File: src/verilog/i2cev_defs.svh
// Purpose: constants of the i2c master event block
// Assumes: 32-bit apb, byte addresses
// Notes: events and enables share one index order
// Operation
// - byte boundary event before every byte
// - paused event after read ack, if requested
// - paused event marks entry to paused state
// - boundary to pause shortcut triggers pause on reads only
// - boundary to halt shortcut triggers stop
// - set bit enables halted interrupt
// - set bit enables rx byte interrupt
// - set bit enables tx done interrupt
// - set bit enables error interrupt
// - set bit enables byte boundary interrupt
// - set bit enables paused interrupt
// - clear register bit disables interrupt
// - rx byte ready after each received byte
`ifndef I2CEV_DEFS_SVH
`define I2CEV_DEFS_SVH
// ==========================================
// register offsets
`define I2CEV_TASK_RX 12'h000
`define I2CEV_TASK_TX 12'h008
`define I2CEV_TASK_STOP 12'h014
`define I2CEV_TASK_PAUSE 12'h01c
`define I2CEV_TASK_RESUME 12'h020
`define I2CEV_EV_STOPPED_OFS 12'h104
`define I2CEV_EV_RXRDY_OFS 12'h108
`define I2CEV_EV_TXDONE_OFS 12'h11c
`define I2CEV_EV_ERROR_OFS 12'h124
`define I2CEV_EV_BOUND_OFS 12'h138
`define I2CEV_EV_PAUSED_OFS 12'h148
`define I2CEV_EVENT_TASK_SHORTCUTS 12'h200
`define I2CEV_IE_SET 12'h304
`define I2CEV_IE_CLR 12'h308
`define I2CEV_ENABLE 12'h500
`define I2CEV_RXD 12'h518
`define I2CEV_TXD 12'h51c
`define I2CEV_ADDR 12'h588
// ==========================================
// event index and enable bit positions
`define I2CEV_EV_STOPPED 0
`define I2CEV_EV_RXRDY 1
`define I2CEV_EV_TXDONE 2
`define I2CEV_EV_ERROR 3
`define I2CEV_EV_BOUND 4
`define I2CEV_EV_PAUSED 5
`define I2CEV_IE_POS '{1, 2, 7, 9, 14, 18}
`define I2CEV_SH_PAUSE 0
`define I2CEV_SH_HALT 1
`define I2CEV_RESET_VAL 32'h0000_0000
// ==========================================
// timing: quarter of an scl period at 100 khz
`define I2CEV_CLK_NS 5
`define I2CEV_QUARTER_NS 2500
`define I2CEV_QUARTER_CYC (`I2CEV_QUARTER_NS / `I2CEV_CLK_NS)
`endif

File: src/verilog/i2cev_pkg.sv
// Purpose: types of the i2c master event block
// Assumes: constants live in i2cev_defs.svh
// Notes: one packed struct holds all state except the two pin synchroniser stages
package i2cev_pkg;
    typedef enum logic [2:0] {
        S_IDLE, S_START, S_BYTE, S_WAIT, S_PAUSE, S_STOP
    } i2cev_st_t;

    typedef struct packed {
        i2cev_st_t st;
        logic [1:0] q;
        logic [3:0] bitn;
        logic [7:0] sh;
        logic rx;
        logic addr_ph;
        logic nack;
        logic [15:0] div;
        logic scl_lo;
        logic sda_lo;
        logic [5:0] ev;
        logic [5:0] ie;
        logic [1:0] event_task_shortcuts;
        logic [3:0] enable;
        logic [7:0] txd;
        logic txd_full;
        logic [7:0] rxd;
        logic [6:0] addr;
        logic stop_req;
        logic pause_req;
        logic [31:0] prdata;
        logic slverr;
        logic irq;
    } i2cev_state_t;
endpackage

File: src/verilog/i2cev_sync.sv
// Purpose: two flop synchroniser for the bus pins
// Assumes: inputs are asynchronous to pclk
// Notes: first stage feeds only the second
`timescale 1ns/1ps
module i2cev_sync #(
    parameter int W = 2
) (
    input wire logic pclk,
    input wire logic presetn,
    input wire logic [W-1:0] d,
    output logic [W-1:0] q
);
    logic [W-1:0] meta;

    always_ff @(posedge pclk or negedge presetn) begin
        if (!presetn) begin
            meta <= '1;
            q <= '1;
        end else begin
            meta <= d;
            q <= meta;
        end
    end
endmodule

File: src/verilog/i2cev_top.sv
// Purpose: i2c master with events, shortcuts and interrupts
// Assumes: open drain scl and sda, 200 mhz pclk
// Notes: zero wait apb slave, pready always high
`timescale 1ns/1ps
`include "i2cev_defs.svh"
module i2cev_top #(
    parameter int QDIV = `I2CEV_QUARTER_CYC
) (
    input wire logic pclk,
    input wire logic presetn,
    input wire logic psel,
    input wire logic penable,
    input wire logic pwrite,
    input wire logic [11:0] paddr,
    input wire logic [31:0] pwdata,
    output logic [31:0] prdata,
    output logic pready,
    output logic pslverr,
    input wire logic scl_i,
    output logic scl_o,
    output logic scl_oe,
    input wire logic sda_i,
    output logic sda_o,
    output logic sda_oe,
    output logic irq
);
    localparam int IE_POS [6] = `I2CEV_IE_POS;
    i2cev_pkg::i2cev_state_t s, n;
    logic scl_s, sda_s, tick, wr, en, byte_go, byte_end;
    logic go_rx, go_tx, t_stop, t_pause, t_resume, tx_next, go_stop, hit;
    logic [5:0] set_ev, clr_ev;
    logic [31:0] rdv;
    // ==========================================
    // enable layout helpers
    function automatic logic [31:0] ie_word(input logic [5:0] v);
        logic [31:0] w;
        w = '0;
        for (int i = 0; i < 6; i++) begin
            w[IE_POS[i]] = v[i];
        end
        return w;
    endfunction
    function automatic logic [5:0] ie_bits(input logic [31:0] w);
        logic [5:0] v;
        v = '0;
        for (int i = 0; i < 6; i++) begin
            v[i] = w[IE_POS[i]];
        end
        return v;
    endfunction
    function automatic logic [31:0] ev_word(input logic b);
        return {31'h0, b};
    endfunction
    // ==========================================
    // pin synchronisers
    i2cev_sync #(.W(2)) i_i2cev_sync (
        .pclk(pclk),
        .presetn(presetn),
        .d({scl_i, sda_i}),
        .q({scl_s, sda_s})
    );
    // ==========================================
    // read decode
    always_comb begin
        rdv = `I2CEV_RESET_VAL;
        hit = 1'b1;
        case (paddr)
            `I2CEV_TASK_RX, `I2CEV_TASK_TX, `I2CEV_TASK_STOP,
            `I2CEV_TASK_PAUSE, `I2CEV_TASK_RESUME: rdv = '0;
            `I2CEV_EV_STOPPED_OFS: rdv = ev_word(s.ev[`I2CEV_EV_STOPPED]);
            `I2CEV_EV_RXRDY_OFS: rdv = ev_word(s.ev[`I2CEV_EV_RXRDY]);
            `I2CEV_EV_TXDONE_OFS: rdv = ev_word(s.ev[`I2CEV_EV_TXDONE]);
            `I2CEV_EV_ERROR_OFS: rdv = ev_word(s.ev[`I2CEV_EV_ERROR]);
            `I2CEV_EV_BOUND_OFS: rdv = ev_word(s.ev[`I2CEV_EV_BOUND]);
            `I2CEV_EV_PAUSED_OFS: rdv = ev_word(s.ev[`I2CEV_EV_PAUSED]);
            `I2CEV_EVENT_TASK_SHORTCUTS: rdv = {30'h0, s.event_task_shortcuts};
            `I2CEV_IE_SET, `I2CEV_IE_CLR: rdv = ie_word(s.ie);
            `I2CEV_ENABLE: rdv = {28'h0, s.enable};
            `I2CEV_RXD: rdv = {24'h0, s.rxd};
            `I2CEV_TXD: rdv = {24'h0, s.txd};
            `I2CEV_ADDR: rdv = {25'h0, s.addr};
            default: hit = 1'b0;
        endcase
    end
    // ==========================================
    // next state
    always_comb begin
        n = s;
        set_ev = '0;
        clr_ev = '0;
        byte_go = 1'b0;
        byte_end = 1'b0;
        tx_next = 1'b0;
        go_stop = 1'b0;
        wr = psel & penable & pwrite;
        en = s.enable != 4'h0;
        tick = s.div == 16'(QDIV - 1);
        n.div = tick ? 16'h0 : s.div + 16'h1;
        go_rx = wr && paddr == `I2CEV_TASK_RX && pwdata[0] && en;
        go_tx = wr && paddr == `I2CEV_TASK_TX && pwdata[0] && en;
        t_stop = wr && paddr == `I2CEV_TASK_STOP && pwdata[0];
        t_pause = wr && paddr == `I2CEV_TASK_PAUSE && pwdata[0];
        t_resume = wr && paddr == `I2CEV_TASK_RESUME && pwdata[0];
        n.stop_req = s.stop_req | t_stop;
        n.pause_req = s.pause_req | t_pause;
        // capture read data in setup so it is a flop in access
        if (psel && !penable) begin
            n.prdata = rdv;
            n.slverr = !hit;
        end
        case (s.st)
            i2cev_pkg::S_IDLE: begin
                n.scl_lo = 1'b0;
                n.sda_lo = 1'b0;
                if (go_rx || go_tx) begin
                    n.rx = go_rx;
                    n.st = i2cev_pkg::S_START;
                    n.q = 2'h0;
                    n.stop_req = 1'b0;
                    n.pause_req = 1'b0;
                end
            end
            i2cev_pkg::S_START: begin
                if (tick) begin
                    if (s.q == 2'h0) begin
                        n.sda_lo = 1'b1;
                        n.q = 2'h1;
                    end else begin
                        n.scl_lo = 1'b1;
                        n.addr_ph = 1'b1;
                        n.sh = {s.addr, s.rx};
                        byte_go = 1'b1;
                    end
                end
            end
            i2cev_pkg::S_BYTE: begin
                if (tick) begin
                    case (s.q)
                        2'h0: begin
                            n.scl_lo = 1'b1;
                            if (s.bitn != 4'h8) begin
                                n.sda_lo = (!s.rx || s.addr_ph) && !s.sh[7];
                            end else begin
                                // master acks a read byte unless it is last
                                n.sda_lo = s.rx && !s.addr_ph && !s.stop_req;
                            end
                            n.q = 2'h1;
                        end
                        2'h1: begin
                            n.scl_lo = 1'b0;
                            n.q = 2'h2;
                        end
                        2'h2: begin
                            // slave may stretch: wait for scl to rise
                            if (scl_s) begin
                                if (s.bitn != 4'h8) begin
                                    n.sh = {s.sh[6:0], sda_s};
                                end else begin
                                    n.nack = sda_s;
                                end
                                n.q = 2'h3;
                            end
                        end
                        2'h3: begin
                            n.scl_lo = 1'b1;
                            if (s.bitn != 4'h8) begin
                                n.bitn = s.bitn + 4'h1;
                                n.q = 2'h0;
                            end else begin
                                byte_end = 1'b1;
                            end
                        end
                        default: n.q = 2'h0;
                    endcase
                end
                if (byte_end) begin
                    n.sda_lo = 1'b0;
                    if (s.addr_ph) begin
                        n.addr_ph = 1'b0;
                        if (s.nack) begin
                            set_ev[`I2CEV_EV_ERROR] = 1'b1;
                            go_stop = 1'b1;
                        end else if (s.rx) begin
                            byte_go = 1'b1;
                        end else begin
                            tx_next = 1'b1;
                        end
                    end else if (!s.rx) begin
                        if (s.nack) begin
                            set_ev[`I2CEV_EV_ERROR] = 1'b1;
                            go_stop = 1'b1;
                        end else begin
                            set_ev[`I2CEV_EV_TXDONE] = 1'b1;
                            tx_next = 1'b1;
                        end
                    end else begin
                        set_ev[`I2CEV_EV_RXRDY] = 1'b1;
                        n.rxd = s.sh;
                        if (n.stop_req) begin
                            go_stop = 1'b1;
                        end else if (n.pause_req) begin
                            n.st = i2cev_pkg::S_PAUSE;
                            n.pause_req = 1'b0;
                            set_ev[`I2CEV_EV_PAUSED] = 1'b1;
                        end else begin
                            byte_go = 1'b1;
                        end
                    end
                end
            end
            i2cev_pkg::S_WAIT: begin
                tx_next = 1'b1;
            end
            i2cev_pkg::S_PAUSE: begin
                // scl held low while paused
                go_stop = n.stop_req;
                byte_go = !n.stop_req && t_resume;
            end
            i2cev_pkg::S_STOP: begin
                if (tick) begin
                    case (s.q)
                        2'h0: begin
                            n.sda_lo = 1'b1;
                            n.scl_lo = 1'b1;
                            n.q = 2'h1;
                        end
                        2'h1: begin
                            n.scl_lo = 1'b0;
                            n.q = 2'h2;
                        end
                        2'h2: n.q = scl_s ? 2'h3 : 2'h2;
                        default: begin
                            n.sda_lo = 1'b0;
                            n.st = i2cev_pkg::S_IDLE;
                            n.stop_req = 1'b0;
                            n.pause_req = 1'b0;
                            set_ev[`I2CEV_EV_STOPPED] = 1'b1;
                        end
                    endcase
                end
            end
            default: n.st = i2cev_pkg::S_IDLE;
        endcase
        if (tx_next) begin
            if (n.stop_req) begin
                go_stop = 1'b1;
            end else if (s.txd_full) begin
                n.sh = s.txd;
                n.txd_full = 1'b0;
                byte_go = 1'b1;
            end else begin
                n.st = i2cev_pkg::S_WAIT;
            end
        end
        if (go_stop) begin
            n.st = i2cev_pkg::S_STOP;
            n.q = 2'h0;
        end
        if (byte_go) begin
            n.st = i2cev_pkg::S_BYTE;
            n.bitn = 4'h0;
            n.q = 2'h0;
            set_ev[`I2CEV_EV_BOUND] = 1'b1;
            n.pause_req = n.pause_req | s.event_task_shortcuts[`I2CEV_SH_PAUSE];
            n.stop_req = n.stop_req | s.event_task_shortcuts[`I2CEV_SH_HALT];
        end
        if (!en) begin
            // disabling drops the bus at once, no stop sent
            n.st = i2cev_pkg::S_IDLE;
            n.scl_lo = 1'b0;
            n.sda_lo = 1'b0;
        end
        // ==========================================
        // register writes
        if (wr) begin
            case (paddr)
                `I2CEV_EV_STOPPED_OFS: clr_ev[`I2CEV_EV_STOPPED] = pwdata[0];
                `I2CEV_EV_RXRDY_OFS: clr_ev[`I2CEV_EV_RXRDY] = pwdata[0];
                `I2CEV_EV_TXDONE_OFS: clr_ev[`I2CEV_EV_TXDONE] = pwdata[0];
                `I2CEV_EV_ERROR_OFS: clr_ev[`I2CEV_EV_ERROR] = pwdata[0];
                `I2CEV_EV_BOUND_OFS: clr_ev[`I2CEV_EV_BOUND] = pwdata[0];
                `I2CEV_EV_PAUSED_OFS: clr_ev[`I2CEV_EV_PAUSED] = pwdata[0];
                `I2CEV_EVENT_TASK_SHORTCUTS: n.event_task_shortcuts = pwdata[1:0];
                `I2CEV_IE_SET: n.ie = s.ie | ie_bits(pwdata);
                `I2CEV_IE_CLR: n.ie = s.ie & ~ie_bits(pwdata);
                `I2CEV_ENABLE: n.enable = pwdata[3:0];
                `I2CEV_TXD: begin
                    n.txd = pwdata[7:0];
                    n.txd_full = 1'b1;
                end
                `I2CEV_ADDR: n.addr = pwdata[6:0];
                default: n.event_task_shortcuts = s.event_task_shortcuts;
            endcase
        end
        // hardware set wins over a software clear
        n.ev = (s.ev & ~clr_ev) | set_ev;
        n.irq = |(n.ev & n.ie);
    end
    always_ff @(posedge pclk or negedge presetn) begin
        if (!presetn) begin
            s <= '0;
        end else begin
            s <= n;
        end
    end
    // ==========================================
    // outputs
    assign prdata = s.prdata;
    assign pready = 1'b1;
    assign pslverr = psel & penable & s.slverr;
    assign scl_o = 1'b0;
    assign sda_o = 1'b0;
    assign scl_oe = s.scl_lo;
    assign sda_oe = s.sda_lo;
    assign irq = s.irq;
    // ==========================================
    // checks
    bnd_on_byte_a: assert property (
        @(posedge pclk) disable iff (!presetn)
        byte_go |=> s.ev[`I2CEV_EV_BOUND] && s.bitn == 4'h0
    ) else $error("byte boundary event missing");
    paused_read_a: assert property (
        @(posedge pclk) disable iff (!presetn)
        $rose(s.st == i2cev_pkg::S_PAUSE) |->
        s.rx && $past(s.bitn) == 4'h8 && s.ev[`I2CEV_EV_PAUSED]
    ) else $error("pause entered outside a read ack");
    paused_state_a: assert property (
        @(posedge pclk) disable iff (!presetn)
        $rose(s.ev[`I2CEV_EV_PAUSED]) |-> s.st == i2cev_pkg::S_PAUSE
    ) else $error("paused event without paused state");
    short_pause_a: assert property (
        @(posedge pclk) disable iff (!presetn)
        byte_go && s.event_task_shortcuts[`I2CEV_SH_PAUSE] |=> s.pause_req
    ) else $error("pause shortcut not taken");
    short_halt_a: assert property (
        @(posedge pclk) disable iff (!presetn)
        byte_go && s.event_task_shortcuts[`I2CEV_SH_HALT] && en |=> s.stop_req
    ) else $error("halt shortcut not taken");
    ie_set_a: assert property (
        @(posedge pclk) disable iff (!presetn)
        wr && paddr == `I2CEV_IE_SET |=>
        (ie_word(s.ie) & $past(pwdata)) == ($past(pwdata) & ie_word(6'h3f))
    ) else $error("enable set did not take");
    ie_read_a: assert property (
        @(posedge pclk) disable iff (!presetn)
        psel && !penable && paddr == `I2CEV_IE_SET ##1 psel && penable
        |-> prdata == ie_word($past(s.ie))
    ) else $error("enable readback wrong");
    ie_clr_a: assert property (
        @(posedge pclk) disable iff (!presetn)
        wr && paddr == `I2CEV_IE_CLR |=>
        (ie_word(s.ie) & $past(pwdata)) == 32'h0
    ) else $error("enable clear did not take");
    rx_ready_a: assert property (
        @(posedge pclk) disable iff (!presetn)
        byte_end && s.rx && !s.addr_ph |=>
        s.ev[`I2CEV_EV_RXRDY] && s.rxd == $past(s.sh)
    ) else $error("rx byte ready missing");
    irq_level_a: assert property (
        @(posedge pclk) disable iff (!presetn)
        (s.ev & s.ie) != 6'h0 |-> irq ##1 ((s.ev & s.ie) == 6'h0 || irq)
    ) else $error("irq low with enabled event");
    set_zero_a: assert property (
        @(posedge pclk) disable iff (!presetn)
        wr && paddr == `I2CEV_IE_SET && pwdata == 32'h0 |=> $stable(s.ie)
    ) else $error("zero write changed enables");
endmodule
File: config.mk
export PLATFORM = sky130hd
export DESIGN_NAME = i2cev_top
export DESIGN_NICKNAME = d
export VERILOG_FILES = /design/src/verilog/i2cev_pkg.sv /design/src/verilog/i2cev_sync.sv /design/src/verilog/i2cev_top.sv
export VERILOG_INCLUDE_DIRS = /design/src /design/src/verilog
export SDC_FILE = /design/constraint.sdc
export NUM_CORES = 1
export LEC_CHECK = 0
export BUFFER_PORTS_ARGS = -buffer_cell sky130_fd_sc_hd__buf_2
export CORE_ASPECT_RATIO = 1.75
export CORE_MARGIN = 2
export CORE_UTILIZATION = 26
export CTS_BUF_LIST = sky130_fd_sc_hd__clkbuf_2 sky130_fd_sc_hd__clkbuf_4 sky130_fd_sc_hd__clkbuf_8
export CTS_CLUSTER_DIAMETER = 150
export CTS_CLUSTER_SIZE = 8
export DETAILED_ROUTE_END_ITERATION = 12
export PLACE_DENSITY = 0.52
export SKIP_CTS_REPAIR_TIMING = 1
export SLEW_MARGIN = 20
export SYNTH_ARGS = -nofsm -noshare
export SYNTH_HDL_FRONTEND = slang
export SYNTH_SLANG_ARGS = --single-unit
File: constraint.sdc
create_clock -name pclk -period 3.6 [get_ports pclk]
set_input_delay 1.08 -clock pclk [delete_from_list [all_inputs] [get_ports pclk]]
set_output_delay 1.08 -clock pclk [all_outputs]
set_load 0.02 [all_outputs]
Word-level counts from Yosys, hierarchy flattened
Index checks and enable logic that the tools add are counted.
Word-level totals
  register bits after elaboration: 120
  latch bits: 0
  memory bits (writable): 0
  bits in read-only memories: 0
  bits of input ports: 51
  output and inout port bits: 39
  logic and storage cells: 272
  memories: 0
Cells by class
  $add $sub $neg: 2
  multiply operators: 0
  divide/modulo/power cells: 0
  $lt $le $gt $ge: 0
  equality and inequality tests: 49
  shift-type cells: 0
  multiplexer cells: 125
  bitwise logic cells: 16
  reductions and logical operators: 55
Operators by type and width (number)
  $pmux W19 S12: 1
  $eq A12 B9 Y1 const B: 6
  $mux W8: 8
  $mux W1: 61
  $eq A12 B11 Y1 const B: 4
  $eq A12 B10 Y1 const B: 3
  $mux W3: 12
  $ne A4 B4 Y1 const B: 8
  $mux W2: 14
  $eq A12 B5 Y1 const B: 2
  $pmux W2 S4: 3
  $mux W21: 1
  $and A6 B6 Y6: 3
  $mux W9: 2
  $ne A3 B3 Y1 const B: 6
  $reduce_or A18 Y1: 1
  $logic_and A1 B1 Y1: 17
  $add A16 B1 Y16 const B: 1
  $eq A16 B9 Y1 const B: 1
  $mux W16: 1
  $pmux W8 S2: 1
  $mux W5: 3
  $mux W14: 1
  $pmux W1 S2: 7
  41 further kinds: 80

Longest topological paths before layout
  word-level depth: 18
  gate-level depth with buffers: 9
  gate-level depth less buffers: 8

By module
From an unflattened synthesis, not the netlist that was laid out.
Second synthesis, totals
  cell total of the unflattened synthesis: 570
  area total of the unflattened synthesis: 5589.1 um^2
By module, submodules not included
  i2cev_top: instances 1, cells each 566, area each 5484.0 um^2, seq. area each 2377.3 um^2
  i2cev_sync: instances 1, cells each 4, area each 105.1 um^2, seq. area each 105.1 um^2

Worst setup path before layout
Ideal clock, no wire load.
  kind: input port to flip-flop
  start point: in paddr[6]
  end point: reg s[111] (netlist bit)
  library setup time: 0.111 ns
  arrival: 3.062 ns
  required time: 3.489 ns
  setup slack: 0.427 ns
  stages: 8
  buffers on the path: 2
  cells stage by stage: buf_2 or4_1 clkbuf_1 nor4_1 a21o_2 nor2_1 a211o_2 a2111oi_2
On the way
  word-level cells in the longest chain between the ends: 15
  elaborated cells between the ends (all ways): 54
  those cells by class: eq/ne (12); mux (22); bitwise (2); reduce/logical (18)
Ends and longest elaborated chain
  start: declaration: RTL line i2cev_top.sv:14  | input wire logic [11:0] paddr,
  $eq A12 B5 Y1
  $logic_and A1 B1 Y1 (no source line)
  $logic_and A1 B1 Y1: RTL line i2cev_top.sv:102  | t_pause = wr && paddr == `I2CEV_TASK_PAUSE && pwdata[0];
  $or A1 B1 Y1: RTL line i2cev_top.sv:105  | n.pause_req = s.pause_req | t_pause;
  $mux W1: RTL line i2cev_top.sv:201  | end else if (n.pause_req) begin
  $mux W1: RTL line i2cev_top.sv:199  | if (n.stop_req) begin
  $mux W1: RTL line i2cev_top.sv:188  | end else if (!s.rx) begin
  $mux W1: RTL line i2cev_top.sv:178  | if (s.addr_ph) begin
  $mux W1: RTL line i2cev_top.sv:176  | if (byte_end) begin
  $pmux W1 S3: RTL line i2cev_top.sv:111  | case (s.st)
  $mux W1: RTL line i2cev_top.sv:247  | end else if (s.txd_full) begin
  $mux W1: RTL line i2cev_top.sv:245  | if (n.stop_req) begin
  $mux W1: RTL line i2cev_top.sv:244  | if (tx_next) begin
  $ne A6 B4 Y1 (no source line), or another cell as far along
  $reduce_and A9 Y1 (no source line)
  end signal: assignment: RTL line i2cev_top.sv:303  | s <= n;
  end: declaration: RTL line i2cev_top.sv:28  | i2cev_pkg::i2cev_state_t s, n;
Parallel ways exist; a longest one is shown, timed or not.
A chain may end at the register's enable or synchronous reset.

==> impl_metrics.json <==
{
  "cp-end-kind": "register",
  "r2r_end": "s[35]",
  "finalHoldViolCount": 0,
  "final_cell_mix": "95 x dfrtp_1, 49 x nor2_1, 47 x nand2_1",
  "r2r_slack_ps": 720,
  "antenna_found_initial": 0,
  "hold_end": "i_i2cev_sync.q[1]",
  "synthFlopType": "dfrtp_1",
  "core_sq_mm": 0.0209,
  "yosys_register_bits": 99,
  "gr-total-overflow": 0,
  "final.min_clock_period_ps": 3000,
  "drtIter0Drc": 298,
  "die_w_um": 114,
  "cts_root_buf": "clkbuf_8",
  "min_path_type": "register to register",
  "grt_pass1_wl_mm": 25.0,
  "arrival_ps": 3260,
  "p_per_area_mw_per_mm2": 327,
  "met1_length_mm": 5.83,
  "dieArea_sq_mm": 0.0225,
  "via_per_inst": 5.19,
  "vias": 4439,
  "slew_headroom": 0.478,
  "required_ps": 3860,
  "hpwl_mm": 12.1,
  "finalPower_mw": 2.03,
  "fin_tns_setup_ps": 0,
  "gp_congestion": 0.874,
  "startpoint": "paddr[1]",
  "die_h_um": 197,
  "dr.pass1.iters": 7,
  "status": "completed",
  "antenna_left": 0,
  "finClkSkew_ps": 11.3,
  "met3WireLength_um": 551,
  "crit_type": "primary input to register",
  "rsz0062_at_grt": "no",
  "yosys_warnings": 0,
  "cap_viol_max_count": 0,
  "r2r_cells": 6,
  "r2r_start": "s[80]",
  "power.leakage_nw": 2.71,
  "worst_pin_slew_ps": 783,
  "max_freq_mhz": 333,
  "critPathMaxFanout": 4,
  "io_buffers": 44,
  "row_count": 70,
  "n_antenna_cell": 0,
  "drive_above_1_share": 0.235,
  "insertion_delay_ps": 370,
  "finalWirelength_mm": 15.5,
  "hold_path.startpoint": "i_i2cev_sync.meta[1]",
  "nFillCells": 2194,
  "clk_pin_slew_ps": 100,
  "routedWlPerCell_um": 18.2,
  "hold_path_depth": 0,
  "final_common_cell": "dfrtp_1",
  "clockBufferDepth": 2,
  "async_reset_ff_frac": 1.00,
  "setup_viol": 0,
  "cts_sinks": 99,
  "drv_slew": 0,
  "netlist-cell-type-count": 80,
  "io_pins": 90,
  "synth.avg_cell_area_sq_um": 9.98,
  "met2_length_mm": 8.54,
  "ir_drop_uv": 134,
  "crit_path_start_kind": "primary input",
  "top_layer": "met4",
  "grt_pass1_vias": 4617,
  "synth_area_sq_mm": 0.00554,
  "cts_buffers": 9,
  "period_share": 0.833,
  "grt_usage": 0.143,
  "cts_tree": "done",
  "start_util": 0.264,
  "htreeDepth": 3,
  "synth.yosys.seq_area_share": 0.448,
  "nets": 656,
  "syn_to_final_growth_pct": 12.2,
  "synth-edff-count": 0,
  "synthCells": 555,
  "route.detailed.drc": 0,
  "postLayoutCellArea_sq_mm": 0.00621,
  "grt_max_degree": 53,
  "placed_area_sq_mm": 0.00600
}
==> area by class of cell <==
cell class / instances / area, sq um / share of cell area
sequential: 99 / 2480 / 0.400
timing repair buffer: 69 / 435 / 0.0701
multi-input combinational: 409 / 2730 / 0.440
inverter: 10 / 37.5 / 0.00604
clock inverter: 5 / 60.1 / 0.00967
tap: 252 / 315 / 0.0507
clock buffer: 11 / 151 / 0.0244
==> synth_stat cells, types with 5 or more instances <==
library cell	count	share of area
a211oi_1	8	0.011
a21oi_1	16	0.014
a222oi_1	5	0.0090
a22o_1	7	0.011
a22oi_1	16	0.022
a31oi_1	13	0.015
and2_1	7	0.0079
and3_1	7	0.0079
buf_2	5	0.0045
buf_4	35	0.047
clkbuf_1	16	0.011
dfrtp_1	95	0.43
ha_1	7	0.016
inv_1	10	0.0068
mux2_2	30	0.061
nand2_1	47	0.032
nand2b_1	6	0.0068
nand3_1	19	0.017
nand4_1	12	0.014
nor2_1	49	0.033
nor2b_1	5	0.0056
nor3_1	11	0.0099
nor4_1	9	0.010
o21ai_0	16	0.014
or3_1	6	0.0068
or4_1	5	0.0068
xnor2_1	7	0.011
xor2_1	8	0.013
==> per-layer routing <==
metal / GRT usage / up-vias
li1: - / 2080
met1: 0.152 / 2192
met2: 0.271 / 140
met3: 0.0178 / 27
met4: 0.0696 / 0
met5: 0 / -
==> critical path, stage by stage <==
cell      delay (ps)
buf_2            120
nor4b_1          470
nand2_1          200
or4_1            570
o21ai_0          220
nand4_1          170
a2111o_1         430
==> where the power goes <==
| group | internal [mW] | switching [mW] | total [mW] |
|---|---|---|---|
| Sequential | 1.12 | 0.00582 | 1.13 |
| Combinational | 0.0371 | 0.0995 | 0.137 |
| Clock | 0.363 | 0.399 | 0.763 |
==> flip-flops by register name, indices dropped and copies added (netlist names) <==
name               count
scl_oe                 1
irq                    1
s                     81
i_i2cev_sync.q         2
i_i2cev_sync.meta      2
sda_oe                 1
prdata                11
==> stage by stage <==
stage	cells	utilization	hold slack [ps]	setup slack [ps]
floorplan	577	-	345	427
global placement	839	0.287	348	236
detailed placement	839	0.287	349	256
CTS	855	0.297	362	632
global route	855	0.297	369	369
finish	855	0.297	361	601
==> worst max path at each step <==
| stage | endpoint | cells past startpoint |
|---|---|---|
| floorplan | s[111] | 8 |
| global placement | irq | 7 |
| detailed placement | irq | 7 |
| CTS | irq | 7 |
| global route | irq | 7 |
| finish | irq | 7 |
==> logic make-up (layout without fill, tap and decap cells) <==
| group | after synthesis | in the layout | share of synthesized area |
|---|---|---|---|
| muxes | 31 | 31 | 0.0628 |
| adders and majority gates | 7 | 7 | 0.0158 |
| and+or+nand+nor | 216 | 216 | 0.213 |
| other | 2 | 24 | 0.00136 |
| buffers and inverters | 69 | 95 | 0.0732 |
| xor gates and xnor gates | 15 | 15 | 0.0237 |
| AOI/OAI and AO/OA | 116 | 116 | 0.162 |
| DFF | 99 | 99 | 0.448 |
Note: power is estimated with default switching activity, not from simulation.
